==> config.mk <==
export PLATFORM = sky130hd
export DESIGN_NAME = servo_status_flags
export DESIGN_NICKNAME = d
export VERILOG_FILES = /design/src/servo_flag_pkg.sv /design/src/servo_status_flags.sv /design/src/in_position_eval.sv /design/src/ahb_flag_regs.sv
export SDC_FILE = /design/constraint.sdc
export NUM_CORES = 1
export LEC_CHECK = 0
export ABC_AREA = 1
export BUFFER_PORTS_ARGS = -buffer_cell sky130_fd_sc_hd__buf_4
export CAP_MARGIN = 20
export CORE_MARGIN = 1
export CORE_UTILIZATION = 50
export DETAILED_ROUTE_END_ITERATION = 8
export HOLD_SLACK_MARGIN = 0.03
export PLACE_DENSITY_LB_ADDON = 0.1
export SKIP_CTS_REPAIR_TIMING = 1
export SLEW_MARGIN = 20
export SYNTH_ARGS = -nofsm -noshare
export SYNTH_HDL_FRONTEND = slang
export SYNTH_HIERARCHICAL = 1
export SYNTH_SLANG_ARGS = --single-unit
==> constraint.sdc <==
create_clock -name i_clock -period 8.6 [get_ports i_clock]
set_clock_uncertainty 0.2 [all_clocks]
set_input_delay 0.43 -clock i_clock [delete_from_list [all_inputs] [get_ports i_clock]]
set_output_delay 0.43 -clock i_clock [all_outputs]
set_load 0.02 [all_outputs]
==> src/servo_flag_pkg.sv <==
// Constants and types shared by the servo status flag logic.
package servo_flag_pkg;
	// Register byte offsets on the bus.
	localparam logic [7:0] OFF_CFG = 8'h00;
	localparam logic [7:0] OFF_INPOS = 8'h04;
	localparam logic [7:0] OFF_SPEED = 8'h08;
	localparam logic [7:0] OFF_STATUS = 8'h0C;
	localparam logic [7:0] OFF_CTRL = 8'h10;
	// Field positions inside the registers.
	localparam int CFG_WARN_LATCH = 0;
	localparam int CFG_TRQ_SEL = 1;
	localparam int CFG_SHARED_SEL = 8;
	localparam int INP_RANGE_LSB = 0;
	localparam int INP_MODE_LSB = 16;
	localparam int INP_HOLD_LSB = 24;
	localparam int SPD_RANGE_LSB = 0;
	localparam int CTRL_CLR_WARN = 0;
	// Reset values of the configuration fields.
	localparam logic CFG_BIT_RST = 1'h0;
	localparam logic [15:0] INP_RANGE_RST = 16'h000A;
	localparam logic [1:0] INP_MODE_RST = 2'h0;
	localparam logic [7:0] INP_HOLD_RST = 8'h00;
	localparam logic [15:0] SPD_RANGE_RST = 16'h0032;
	// Timing: the hold time counts in steps of one millisecond.
	localparam int CLOCK_NS = 10;
	localparam int TICK_NS = 1000000;
	localparam int TICK_CYCLES = (TICK_NS + CLOCK_NS - 1) / CLOCK_NS;
	// Completion output modes.
	localparam logic [1:0] INP_MODE_DEV = 2'h0;
	localparam logic [1:0] INP_MODE_IDLE = 2'h1;
	localparam logic [1:0] INP_MODE_HOLD = 2'h2;

	typedef enum logic [1:0] {
		CTL_POS = 2'h0,
		CTL_VEL = 2'h1,
		CTL_TRQ = 2'h2,
		CTL_RSVD = 2'h3
	} ctl_mode_type;

	typedef struct packed {
		logic warn_latch;
		logic trq_sel;
		logic shared_sel;
		logic [15:0] inp_range;
		logic [1:0] inp_mode;
		logic [7:0] inp_hold;
		logic [15:0] spd_range;
	} cfg_type;

	typedef struct packed {
		logic servo_active;
		logic alarm;
		logic main_power_ok;
		logic sync_ok;
		logic warning;
		logic torque_limited;
		logic profile_position_mode;
		logic pp_generating;
		logic mains_off_alarm;
		logic abs_mode;
		logic homing_done;
		logic homing_cmd;
		logic reset_cmd;
		logic power_on;
		logic maint_power_on;
		ctl_mode_type ctl_mode;
		logic [15:0] pos_dev;
		logic signed [15:0] act_speed;
		logic signed [15:0] cmd_speed;
		logic signed [15:0] speed_limit;
	} core_type;

	typedef struct packed {
		logic servo_active;
		logic servo_ready;
		logic alarm;
		logic warning;
		logic torque_limited;
		logic homing_complete;
		logic shared;
		logic in_position;
	} status_type;
endpackage

==> src/servo_status_flags.sv <==
// Top of the servo status flag logic reported in each response frame.
//
// Our own choices: the AHB-Lite interface to the registers and the address map.
`timescale 1ns/1ps
//
// Behaviour
// - Warning flag follows warning; latch setting keeps it held afterwards.
// - Torque-clamp flag is set while the torque command is limited.
// - In torque control a setting decides whether the clamp flag reports.
// - Origin-found flag sets on homing completion and stays set.
// - Origin-found flag clears when a homing command arrives.
// - Power-on sets origin-found in absolute mode, clears it otherwise.
// - Reset command reinitialises origin-found exactly like power-on.
// - Power-on after maintenance functions leaves origin-found unchanged.
// - Profile meaning: bit high while profile generation runs in PP mode.
// - Mains-loss meaning: bit high while the mains-off alarm stands.
// - Position mode: done flag uses range, output mode and hold time.
// - Velocity mode: flag high when speed matches command within range.
// - Torque mode: flag high when speed matches limit within range.
// - Gear remainder may drop positioning done while servo is off.
// - Select bit: zero gives profile meaning, one gives mains loss.
// - Armable only with main power, no alarm and communication sync.
module servo_status_flags #(
	parameter int TICK_CYCLES = servo_flag_pkg::TICK_CYCLES
) (
	input wire logic i_clock,
	input wire logic i_sys_rst,
	input wire logic i_hsel,
	input wire logic [31:0] i_haddr,
	input wire logic [1:0] i_htrans,
	input wire logic i_hwrite,
	input wire logic [2:0] i_hsize,
	input wire logic [31:0] i_hwdata,
	input wire logic i_hready,
	output logic o_hreadyout,
	output logic o_hresp,
	output logic [31:0] o_hrdata,
	input wire servo_flag_pkg::core_type i_core,
	input wire logic i_frame_tick,
	output servo_flag_pkg::status_type o_status
);
	localparam logic [16:0] TICK_LAST = 17'(TICK_CYCLES - 1);

	typedef enum logic [2:0] {
		ORG_LOST = 3'h1,
		ORG_HOMING = 3'h2,
		ORG_SECURED = 3'h4
	} origin_type;

	servo_flag_pkg::cfg_type cfg;
	servo_flag_pkg::status_type live;
	servo_flag_pkg::status_type status_ff;
	origin_type origin_ff;
	origin_type nxt_origin;
	origin_type init_origin;
	logic [16:0] tick_cnt_ff;
	logic ms_tick;
	logic clr_warn;
	logic warn_ff;
	logic trq_ff;
	logic nxt_trq;
	logic shared_ff;
	logic nxt_shared;
	logic mains_loss_flag;
	logic armable_ff;
	logic in_position;

	// Size is not passed to the register slave or checked at all; narrower
	// transfers are treated as word writes by this slave.
	ahb_flag_regs u_regs (
		.i_clock(i_clock),
		.i_sys_rst(i_sys_rst),
		.i_hsel(i_hsel),
		.i_haddr(i_haddr),
		.i_htrans(i_htrans),
		.i_hwrite(i_hwrite),
		.i_hwdata(i_hwdata),
		.i_hready(i_hready),
		.i_status(live),
		.o_hreadyout(o_hreadyout),
		.o_hresp(o_hresp),
		.o_hrdata(o_hrdata),
		.o_cfg(cfg),
		.o_clr_warn(clr_warn)
	);

	in_position_eval u_inpos (
		.i_clock(i_clock),
		.i_sys_rst(i_sys_rst),
		.i_ms_tick(ms_tick),
		.i_cfg(cfg),
		.i_core(i_core),
		.o_in_position(in_position)
	);

	// Millisecond enable for the hold timer; the count is a parameter so
	// a simulation can shorten it.
	always_ff @(posedge i_clock)
	begin
		if (i_sys_rst || tick_cnt_ff == TICK_LAST)
			tick_cnt_ff <= 17'h00000;
		else
			tick_cnt_ff <= tick_cnt_ff + 17'h00001;
	end

	assign ms_tick = tick_cnt_ff == TICK_LAST;

	// A live warning always sets the flag, so it wins over a clear.
	always_ff @(posedge i_clock)
	begin
		if (i_sys_rst)
			warn_ff <= 1'b0;
		else if (i_core.warning)
			warn_ff <= 1'b1;
		else if (!cfg.warn_latch || clr_warn)
			warn_ff <= 1'b0;
	end

	// Torque control may mask the clamp flag by configuration.
	always_comb
	begin
		nxt_trq = i_core.torque_limited;
		if (i_core.ctl_mode == servo_flag_pkg::CTL_TRQ && cfg.trq_sel)
		begin
			nxt_trq = 1'b0;
		end
	end

	always_ff @(posedge i_clock)
	begin
		if (i_sys_rst)
			trq_ff <= 1'b0;
		else
			trq_ff <= nxt_trq;
	end

	// An absolute encoder knows home at power-on; incremental does not.
	assign init_origin = i_core.abs_mode ? ORG_SECURED : ORG_LOST;

	// Origin tracking. Power-on and reset command reinitialise; a
	// maintenance power-on keeps the state. Completion in the same cycle
	// as a new homing command wins; only power-on or a reset command beats it.
	always_comb
	begin
		case (origin_ff)
			ORG_LOST, ORG_HOMING, ORG_SECURED:
			begin
				nxt_origin = origin_ff;
				if (i_core.power_on || i_core.reset_cmd)
					nxt_origin = init_origin;
				else if (i_core.homing_done)
					nxt_origin = ORG_SECURED;
				else if (i_core.homing_cmd)
					nxt_origin = ORG_HOMING;
			end
			default: nxt_origin = ORG_LOST;
		endcase
	end

	// The flop reset stands for control power-on with no strap known;
	// the core's power-on pulse then loads the real mode.
	always_ff @(posedge i_clock)
	begin
		if (i_sys_rst)
			origin_ff <= ORG_LOST;
		else
			origin_ff <= nxt_origin;
	end

	// Shared bit meaning is chosen by the select bit.
	assign mains_loss_flag = i_core.mains_off_alarm;
	always_comb
	begin
		if (cfg.shared_sel)
			nxt_shared = mains_loss_flag;
		else
			nxt_shared = i_core.profile_position_mode
				&& i_core.pp_generating;
	end

	always_ff @(posedge i_clock)
	begin
		if (i_sys_rst)
			shared_ff <= 1'b0;
		else
			shared_ff <= nxt_shared;
	end

	// All three conditions are needed before the servo may arm.
	always_ff @(posedge i_clock)
	begin
		if (i_sys_rst)
			armable_ff <= 1'b0;
		else
			armable_ff <= i_core.main_power_ok && !i_core.alarm
				&& i_core.sync_ok;
	end

	// Live view of the byte; alarm and active pass straight from the core.
	always_comb
	begin
		live.servo_active = i_core.servo_active;
		live.servo_ready = armable_ff;
		live.alarm = i_core.alarm;
		live.warning = warn_ff;
		live.torque_limited = trq_ff;
		live.homing_complete = origin_ff == ORG_SECURED;
		live.shared = shared_ff;
		live.in_position = in_position;
	end

	// The frame copy stays stable for the whole response frame, which
	// costs one frame of latency but avoids a torn status byte.
	always_ff @(posedge i_clock)
	begin
		if (i_sys_rst)
			status_ff <= 8'h00;
		else if (i_frame_tick)
			status_ff <= live;
	end

	assign o_status = status_ff;

	a_warn_set: assert property (@(posedge i_clock)
		disable iff (i_sys_rst)
		i_core.warning |=> live.warning)
		else $error("Warning flag missed an active warning.");

	a_warn_held: assert property (@(posedge i_clock)
		disable iff (i_sys_rst)
		(live.warning && cfg.warn_latch && !clr_warn) |=> live.warning)
		else $error("Latched warning flag dropped without a clear.");

	a_trq_clamp: assert property (@(posedge i_clock)
		disable iff (i_sys_rst)
		(i_core.torque_limited
		&& i_core.ctl_mode != servo_flag_pkg::CTL_TRQ)
		|=> live.torque_limited)
		else $error("Torque clamp flag missing while limited.");

	a_trq_mask: assert property (@(posedge i_clock)
		disable iff (i_sys_rst)
		(i_core.ctl_mode == servo_flag_pkg::CTL_TRQ && cfg.trq_sel)
		|=> !live.torque_limited)
		else $error("Torque clamp flag shown while masked.");

	a_origin_keep: assert property (@(posedge i_clock)
		disable iff (i_sys_rst)
		(i_core.homing_done && !i_core.power_on && !i_core.reset_cmd)
		|=> live.homing_complete ##1 (live.homing_complete
		|| $past(i_core.homing_cmd || i_core.power_on
		|| i_core.reset_cmd)))
		else $error("Origin flag not kept after homing completion.");

	a_origin_clear: assert property (@(posedge i_clock)
		disable iff (i_sys_rst)
		(i_core.homing_cmd && !i_core.homing_done && !i_core.power_on
		&& !i_core.reset_cmd) |=> !live.homing_complete)
		else $error("Origin flag not cleared by homing command.");

	a_origin_init: assert property (@(posedge i_clock)
		disable iff (i_sys_rst)
		(i_core.power_on || i_core.reset_cmd)
		|=> live.homing_complete == $past(i_core.abs_mode))
		else $error("Origin flag not reinitialised from the mode.");

	a_maint_keep: assert property (@(posedge i_clock)
		disable iff (i_sys_rst)
		(i_core.maint_power_on && !i_core.power_on && !i_core.reset_cmd
		&& !i_core.homing_cmd && !i_core.homing_done)
		|=> $stable(live.homing_complete))
		else $error("Maintenance power-on changed the origin flag.");

	a_shared_sel: assert property (@(posedge i_clock)
		disable iff (i_sys_rst)
		!cfg.shared_sel |=> live.shared == $past(
		i_core.profile_position_mode && i_core.pp_generating))
		else $error("Profile meaning of shared bit is wrong.");

	a_shared_ac: assert property (@(posedge i_clock)
		disable iff (i_sys_rst)
		(cfg.shared_sel && i_core.mains_off_alarm) |=> live.shared)
		else $error("Mains loss not shown on the shared bit.");

	a_armable: assert property (@(posedge i_clock)
		disable iff (i_sys_rst)
		live.servo_ready |-> $past(i_core.main_power_ok
		&& !i_core.alarm && i_core.sync_ok))
		else $error("Armable shown without all three conditions.");

	a_frame_copy: assert property (@(posedge i_clock)
		disable iff (i_sys_rst)
		i_frame_tick |=> o_status == $past(live)
		and (!i_frame_tick [*2] |-> $stable(o_status)))
		else $error("Status byte not sampled on the frame strobe.");
endmodule

==> src/in_position_eval.sv <==
// Target-reached evaluation: positioning done or speed match by mode.
`timescale 1ns/1ps
module in_position_eval (
	input wire logic i_clock,
	input wire logic i_sys_rst,
	input wire logic i_ms_tick,
	input wire servo_flag_pkg::cfg_type i_cfg,
	input wire servo_flag_pkg::core_type i_core,
	output logic o_in_position
);
	logic pos_cond;
	logic spd_ok;
	logic nxt_in_position;
	logic signed [15:0] spd_target;
	logic signed [16:0] spd_diff;
	logic [16:0] spd_mag;
	logic [7:0] hold_cnt_ff;
	logic in_pos_ff;

	// Speed target is the command in velocity mode, the limit in torque.
	always_comb
	begin
		spd_target = i_core.cmd_speed;
		if (i_core.ctl_mode == servo_flag_pkg::CTL_TRQ)
		begin
			spd_target = i_core.speed_limit;
		end
		spd_diff = {i_core.act_speed[15], i_core.act_speed}
			- {spd_target[15], spd_target};
		spd_mag = spd_diff[16] ? 17'(-spd_diff) : 17'(spd_diff);
		spd_ok = spd_mag <= {1'b0, i_cfg.spd_range};
	end

	// A gear remainder can keep the deviation off zero at servo-off,
	// so the flag may drop there; this is intended behaviour.
	always_comb
	begin
		pos_cond = i_core.pos_dev <= i_cfg.inp_range;
		if (i_cfg.inp_mode != servo_flag_pkg::INP_MODE_DEV)
		begin
			pos_cond = pos_cond && !i_core.pp_generating;
		end
	end

	// Hold counter reloads while the condition stands, then counts ms.
	always_ff @(posedge i_clock)
	begin
		if (i_sys_rst)
			hold_cnt_ff <= 8'h00;
		else if (pos_cond)
			hold_cnt_ff <= i_cfg.inp_hold;
		else if (i_ms_tick && hold_cnt_ff != 8'h00)
			hold_cnt_ff <= hold_cnt_ff - 8'h01;
	end

	// Mode selects which condition drives the flag.
	always_comb
	begin
		case (i_core.ctl_mode)
			servo_flag_pkg::CTL_POS:
				nxt_in_position = pos_cond
					|| (i_cfg.inp_mode == servo_flag_pkg::INP_MODE_HOLD
					&& hold_cnt_ff != 8'h00);
			servo_flag_pkg::CTL_VEL: nxt_in_position = spd_ok;
			servo_flag_pkg::CTL_TRQ: nxt_in_position = spd_ok;
			default: nxt_in_position = 1'b0;
		endcase
	end

	always_ff @(posedge i_clock)
	begin
		if (i_sys_rst)
			in_pos_ff <= 1'b0;
		else
			in_pos_ff <= nxt_in_position;
	end

	assign o_in_position = in_pos_ff;

	a_inp_hold: assert property (@(posedge i_clock)
		disable iff (i_sys_rst)
		($fell(pos_cond) && i_core.ctl_mode == servo_flag_pkg::CTL_POS
		&& $stable(i_core.ctl_mode)
		&& i_cfg.inp_mode == servo_flag_pkg::INP_MODE_HOLD
		&& i_cfg.inp_hold != 8'h00) |=> o_in_position)
		else $error("Positioning done dropped inside its hold time.");

	a_speed_match: assert property (@(posedge i_clock)
		disable iff (i_sys_rst)
		(i_core.ctl_mode == servo_flag_pkg::CTL_VEL
		&& i_core.act_speed == i_core.cmd_speed) |=> o_in_position)
		else $error("Speed match not reported at equal speeds.");

	a_limit_match: assert property (@(posedge i_clock)
		disable iff (i_sys_rst)
		(i_core.ctl_mode == servo_flag_pkg::CTL_TRQ
		&& i_core.act_speed == i_core.speed_limit) |=> o_in_position)
		else $error("Speed limit match not reported in torque mode.");
endmodule

==> src/ahb_flag_regs.sv <==
// AHB-Lite register slave holding configuration and status readback.
`timescale 1ns/1ps
module ahb_flag_regs (
	input wire logic i_clock,
	input wire logic i_sys_rst,
	input wire logic i_hsel,
	input wire logic [31:0] i_haddr,
	input wire logic [1:0] i_htrans,
	input wire logic i_hwrite,
	input wire logic [31:0] i_hwdata,
	input wire logic i_hready,
	input wire servo_flag_pkg::status_type i_status,
	output logic o_hreadyout,
	output logic o_hresp,
	output logic [31:0] o_hrdata,
	output servo_flag_pkg::cfg_type o_cfg,
	output logic o_clr_warn
);
	logic accept;
	logic wr_ff;
	logic rd_ff;
	logic rd_done_ff;
	logic [7:0] addr_ff;
	logic [31:0] rd_val;
	logic [31:0] hrdata_ff;
	servo_flag_pkg::cfg_type cfg_ff;

	assign accept = i_hsel && i_htrans[1] && i_hready;

	// Address phase capture; reads hold one wait state to load data.
	always_ff @(posedge i_clock)
	begin
		if (i_sys_rst)
		begin
			wr_ff <= 1'b0;
			rd_ff <= 1'b0;
			addr_ff <= 8'h00;
		end
		else if (o_hreadyout)
		begin
			wr_ff <= accept && i_hwrite;
			rd_ff <= accept && !i_hwrite;
			addr_ff <= {i_haddr[7:2], 2'b00};
		end
	end

	always_ff @(posedge i_clock)
	begin
		if (i_sys_rst)
			rd_done_ff <= 1'b0;
		else
			rd_done_ff <= rd_ff && !rd_done_ff;
	end

	assign o_hreadyout = !(rd_ff && !rd_done_ff);
	assign o_hresp = 1'b0;

	// Unmapped addresses read as zero and ignore writes.
	always_comb
	begin
		rd_val = 32'h0000_0000;
		case (addr_ff)
			servo_flag_pkg::OFF_CFG:
			begin
				rd_val[servo_flag_pkg::CFG_WARN_LATCH] = cfg_ff.warn_latch;
				rd_val[servo_flag_pkg::CFG_TRQ_SEL] = cfg_ff.trq_sel;
				rd_val[servo_flag_pkg::CFG_SHARED_SEL] = cfg_ff.shared_sel;
			end
			servo_flag_pkg::OFF_INPOS:
			begin
				rd_val[servo_flag_pkg::INP_RANGE_LSB +: 16] = cfg_ff.inp_range;
				rd_val[servo_flag_pkg::INP_MODE_LSB +: 2] = cfg_ff.inp_mode;
				rd_val[servo_flag_pkg::INP_HOLD_LSB +: 8] = cfg_ff.inp_hold;
			end
			servo_flag_pkg::OFF_SPEED:
				rd_val[servo_flag_pkg::SPD_RANGE_LSB +: 16] = cfg_ff.spd_range;
			servo_flag_pkg::OFF_STATUS: rd_val[7:0] = i_status;
			default: rd_val = 32'h0000_0000;
		endcase
	end

	always_ff @(posedge i_clock)
	begin
		if (i_sys_rst)
			hrdata_ff <= 32'h0000_0000;
		else if (rd_ff && !rd_done_ff)
			hrdata_ff <= rd_val;
	end

	// Configuration writes land at the end of the data phase.
	always_ff @(posedge i_clock)
	begin
		if (i_sys_rst)
		begin
			cfg_ff.warn_latch <= servo_flag_pkg::CFG_BIT_RST;
			cfg_ff.trq_sel <= servo_flag_pkg::CFG_BIT_RST;
			cfg_ff.shared_sel <= servo_flag_pkg::CFG_BIT_RST;
			cfg_ff.inp_range <= servo_flag_pkg::INP_RANGE_RST;
			cfg_ff.inp_mode <= servo_flag_pkg::INP_MODE_RST;
			cfg_ff.inp_hold <= servo_flag_pkg::INP_HOLD_RST;
			cfg_ff.spd_range <= servo_flag_pkg::SPD_RANGE_RST;
		end
		else if (wr_ff && addr_ff == servo_flag_pkg::OFF_CFG)
		begin
			cfg_ff.warn_latch <= i_hwdata[servo_flag_pkg::CFG_WARN_LATCH];
			cfg_ff.trq_sel <= i_hwdata[servo_flag_pkg::CFG_TRQ_SEL];
			cfg_ff.shared_sel <= i_hwdata[servo_flag_pkg::CFG_SHARED_SEL];
		end
		else if (wr_ff && addr_ff == servo_flag_pkg::OFF_INPOS)
		begin
			cfg_ff.inp_range <= i_hwdata[servo_flag_pkg::INP_RANGE_LSB +: 16];
			cfg_ff.inp_mode <= i_hwdata[servo_flag_pkg::INP_MODE_LSB +: 2];
			cfg_ff.inp_hold <= i_hwdata[servo_flag_pkg::INP_HOLD_LSB +: 8];
		end
		else if (wr_ff && addr_ff == servo_flag_pkg::OFF_SPEED)
			cfg_ff.spd_range <= i_hwdata[servo_flag_pkg::SPD_RANGE_LSB +: 16];
	end

	assign o_clr_warn = wr_ff && addr_ff == servo_flag_pkg::OFF_CTRL
		&& i_hwdata[servo_flag_pkg::CTRL_CLR_WARN];
	assign o_cfg = cfg_ff;
	assign o_hrdata = hrdata_ff;
endmodule

==> results.cfg <==
[synthesis]
synth_simple_gate_area_share_pct = 34.3
synth_top_family_by_area = simple AND/OR/NAND/NOR gates
seq_area_frac_synth_pct = 30.5
ys.flop_type = dfxtp_1
synth_cell_types = 47
synth-compound-area-share_pct = 10.7
ys_seq_elements = 121
syn_avg_cell_area_um2 = 6.62
synth_area_leaders = dfxtp_1 (31%), nand2_1 (14%), ha_1 (8.7%)
synth-edff-count = 0
synthArstFlopShare_pct = 0
synth.area.mux_share_pct = 2.04
yosys_warnings = 6
syn_inst = 1197
synthTopCellsByCount = nand2_1 (295), nor2_1 (168), inv_1 (159), dfxtp_1 (121), a21oi_1 (63)
synth_fa_ha_area_share_pct = 8.93
synth_top_area_share_pct = 30.5
synth_area_um2 = 7930
yosys.area.top_type = dfxtp_1
synth_xor_xnor_area_share_pct = 2.43
synth.most_common_cell = nand2_1

[timing]
timing.hold.ws_ps = 39.0
fin_crit_ps = 4440
setup-tns-final_ps = 0
tightest_slew_ps = 638
fmax_ghz = 0.225
rsz0062_at_grt = no
slew_violations = 0
period_share_pct = 51.6
slew_headroom_pct = 57.3
hold_viol_final = 0
setup_slack_ps = 4160
setup_viol = 0

[final_layout]
regArea_um2 = 2420
fill_cells = 1488
multi_input_area_um2 = 4650
area_growth_pct = 22.6
fin_nets = 1553
n_antenna_cell = 0
drive_gt1_share_pct = 19.6

[floorplan]
dieArea_um2 = 16400
pin_count = 198
start_util_pct = 51.8
fp.coreArea_um2 = 15300
die_width_um = 128
fp.dieH_um = 128
row_count = 45

[route]
vias = 7764
avgViaCountPerCell = 4.96
met3_length_um = 929
first_pass_iters = 5
drc_errors = 0
drt_wl_total_mm = 20.0
drt_iter0_markers = 425
wl_per_cell_um = 12.8
met2WireLength_mm = 9.73
wl_met1_mm = 9.01
postRouteAntennaNets = 0
top_layer = met4

[setup_path]
r2r_start = u_regs/o_cfg[41]$_SDFFE_PP0P_
slowest_delay_ps = 460
rr_worst_depth = 13
cp_max_fo = 16
critical_path.startpoint = i_core[64]
crit_type = primary input to flop
cp_common_cell = nand2_1
endpoint_kind = flop
critPathSlowestCell = fa_1
startpoint_type = primary input
cp.required_ps = 8750
worstPathArrival_ps = 4590

[grt]
grt_max_degree = 56
grt_pass1_vias = 7133
grt_pass1_wl_mm = 32.8
antenna_found_initial = 0
grt_use_total_pct = 25.2
grt_overflow = 0

[status]
outcome = complete, no violations

[power]
p_per_area_nw_per_um2 = 170
p_leak_nw = 4.67
finalPower_mw = 1.65
worst_ir_drop_vdd_mv = 0.143

[place]
place_ws_ps = 3740
io_buffers = 153
dp_hpwl_mm = 15.6
finalWeightedCongestion = 0.898

[clocking]
cts.sinks = 121
clkTransAtPathRegs_ps = 60
cts_tree = done
numCtsBuffers = 17
cts-root-buf = clkbuf_16
htreeDepth = 4
cts.path.max_buffers = 2
clkLatencyLatePin_ps = 420

[worst_hold_path]
hold_path_class = primary input to flop
hold_depth = 3
min_from = i_core[75]

[flow_run]
drv_cap = 0
==> placed cells by master, fill, tap and decap left out, types with 6 or more instances in the layout <==
| master | instances |
|---|---|
| dfxtp_1 | 121 |
| inv_2 | 9 |
| a21oi_1 | 63 |
| inv_1 | 159 |
| ha_1 | 55 |
| nand4_1 | 10 |
| clkbuf_16 | 17 |
| xnor2_1 | 10 |
| mux2i_1 | 15 |
| nand3_2 | 6 |
| nor2_2 | 20 |
| nand2_1 | 295 |
| nand3b_1 | 12 |
| nor3_1 | 7 |
| o21ai_0 | 48 |
| nand3_1 | 59 |
| xor2_1 | 12 |
| conb_1 | 7 |
| o211ai_1 | 7 |
| o21ai_1 | 24 |
| nand2_2 | 25 |
| nor2_1 | 168 |
| buf_4 | 156 |
| nor2_4 | 6 |
==> where the power goes <==
group          switching [mW]  leakage [nW]  internal (mW)
clock                   0.273         0.270          0.403
sequential            0.00993         0.981          0.573
combinational           0.227          3.42          0.164
==> path summary, 6_finish.rpt <==
kind | end | slack [ps]
max | u_inpos/o_in_position$_SDFF_PP0_ | 4160
min | trq_ff$_SDFF_PP0_ | 40
max reg2reg | u_inpos/hold_cnt_ff[5]$_SDFFE_PP0P_ | 5900
min reg2reg | u_regs/o_hrdata[31]$_SDFFE_PP0P_ | 260
==> flip-flops by register name, indices dropped and copies added (netlist names), 3 cells and up <==
| name | flops |
|---|---|
| u_regs/o_cfg | 45 |
| u_regs/o_hrdata | 26 |
| o_status | 8 |
| tick_cnt_ff | 17 |
| u_inpos/hold_cnt_ff | 8 |
| origin_ff | 3 |
| u_regs/addr_ff | 6 |
==> worst max-delay path, delay by kind of cell <==
kind | cells | cell delay [ps]
compound gates | 4 | 530
fa+ha+maj | 5 | 1220
buf+inv | 8 | 840
mux | 1 | 370
simple gates | 15 | 1190
==> cell type report <==
cell class | count | area share [%]
timing repair buffer | 157 | 12.1
multi-input combinational | 875 | 47.9
tap | 211 | 2.71
inverter | 169 | 6.52
clock buffer | 18 | 4.41
sequential | 121 | 24.9
clock inverter | 14 | 1.43
==> stage by stage <==
stage | util, % | instances | area (µm²)
after global routing | 63.5 | 1565 | 9720
final | 63.5 | 1565 | 9720
after CTS | 63.4 | 1564 | 9710
after detailed placement | 59.7 | 1532 | 9150
after global placement | 59.7 | 1532 | 9150
after floorplan | - | 1203 | 7950
==> logic make-up (layout without fill, tap and decap cells) <==
kind of cell,count (synthesis),after routing
DFF,121,121
AOI/OAI and AO/OA,156,156
adders and majority gates,56,56
and+or+nand+nor,618,618
muxes,16,16
other,1,7
buffers and inverters,207,358
xor gates and xnor gates,22,22
==> per-layer routing <==
metal	up-vias	global-route usage, %
li1	4063	-
met1	3458	31.0
met2	216	44.5
met3	27	3.84
met4	0	9.00
met5	-	0
Power figures use the tool's default switching activity.
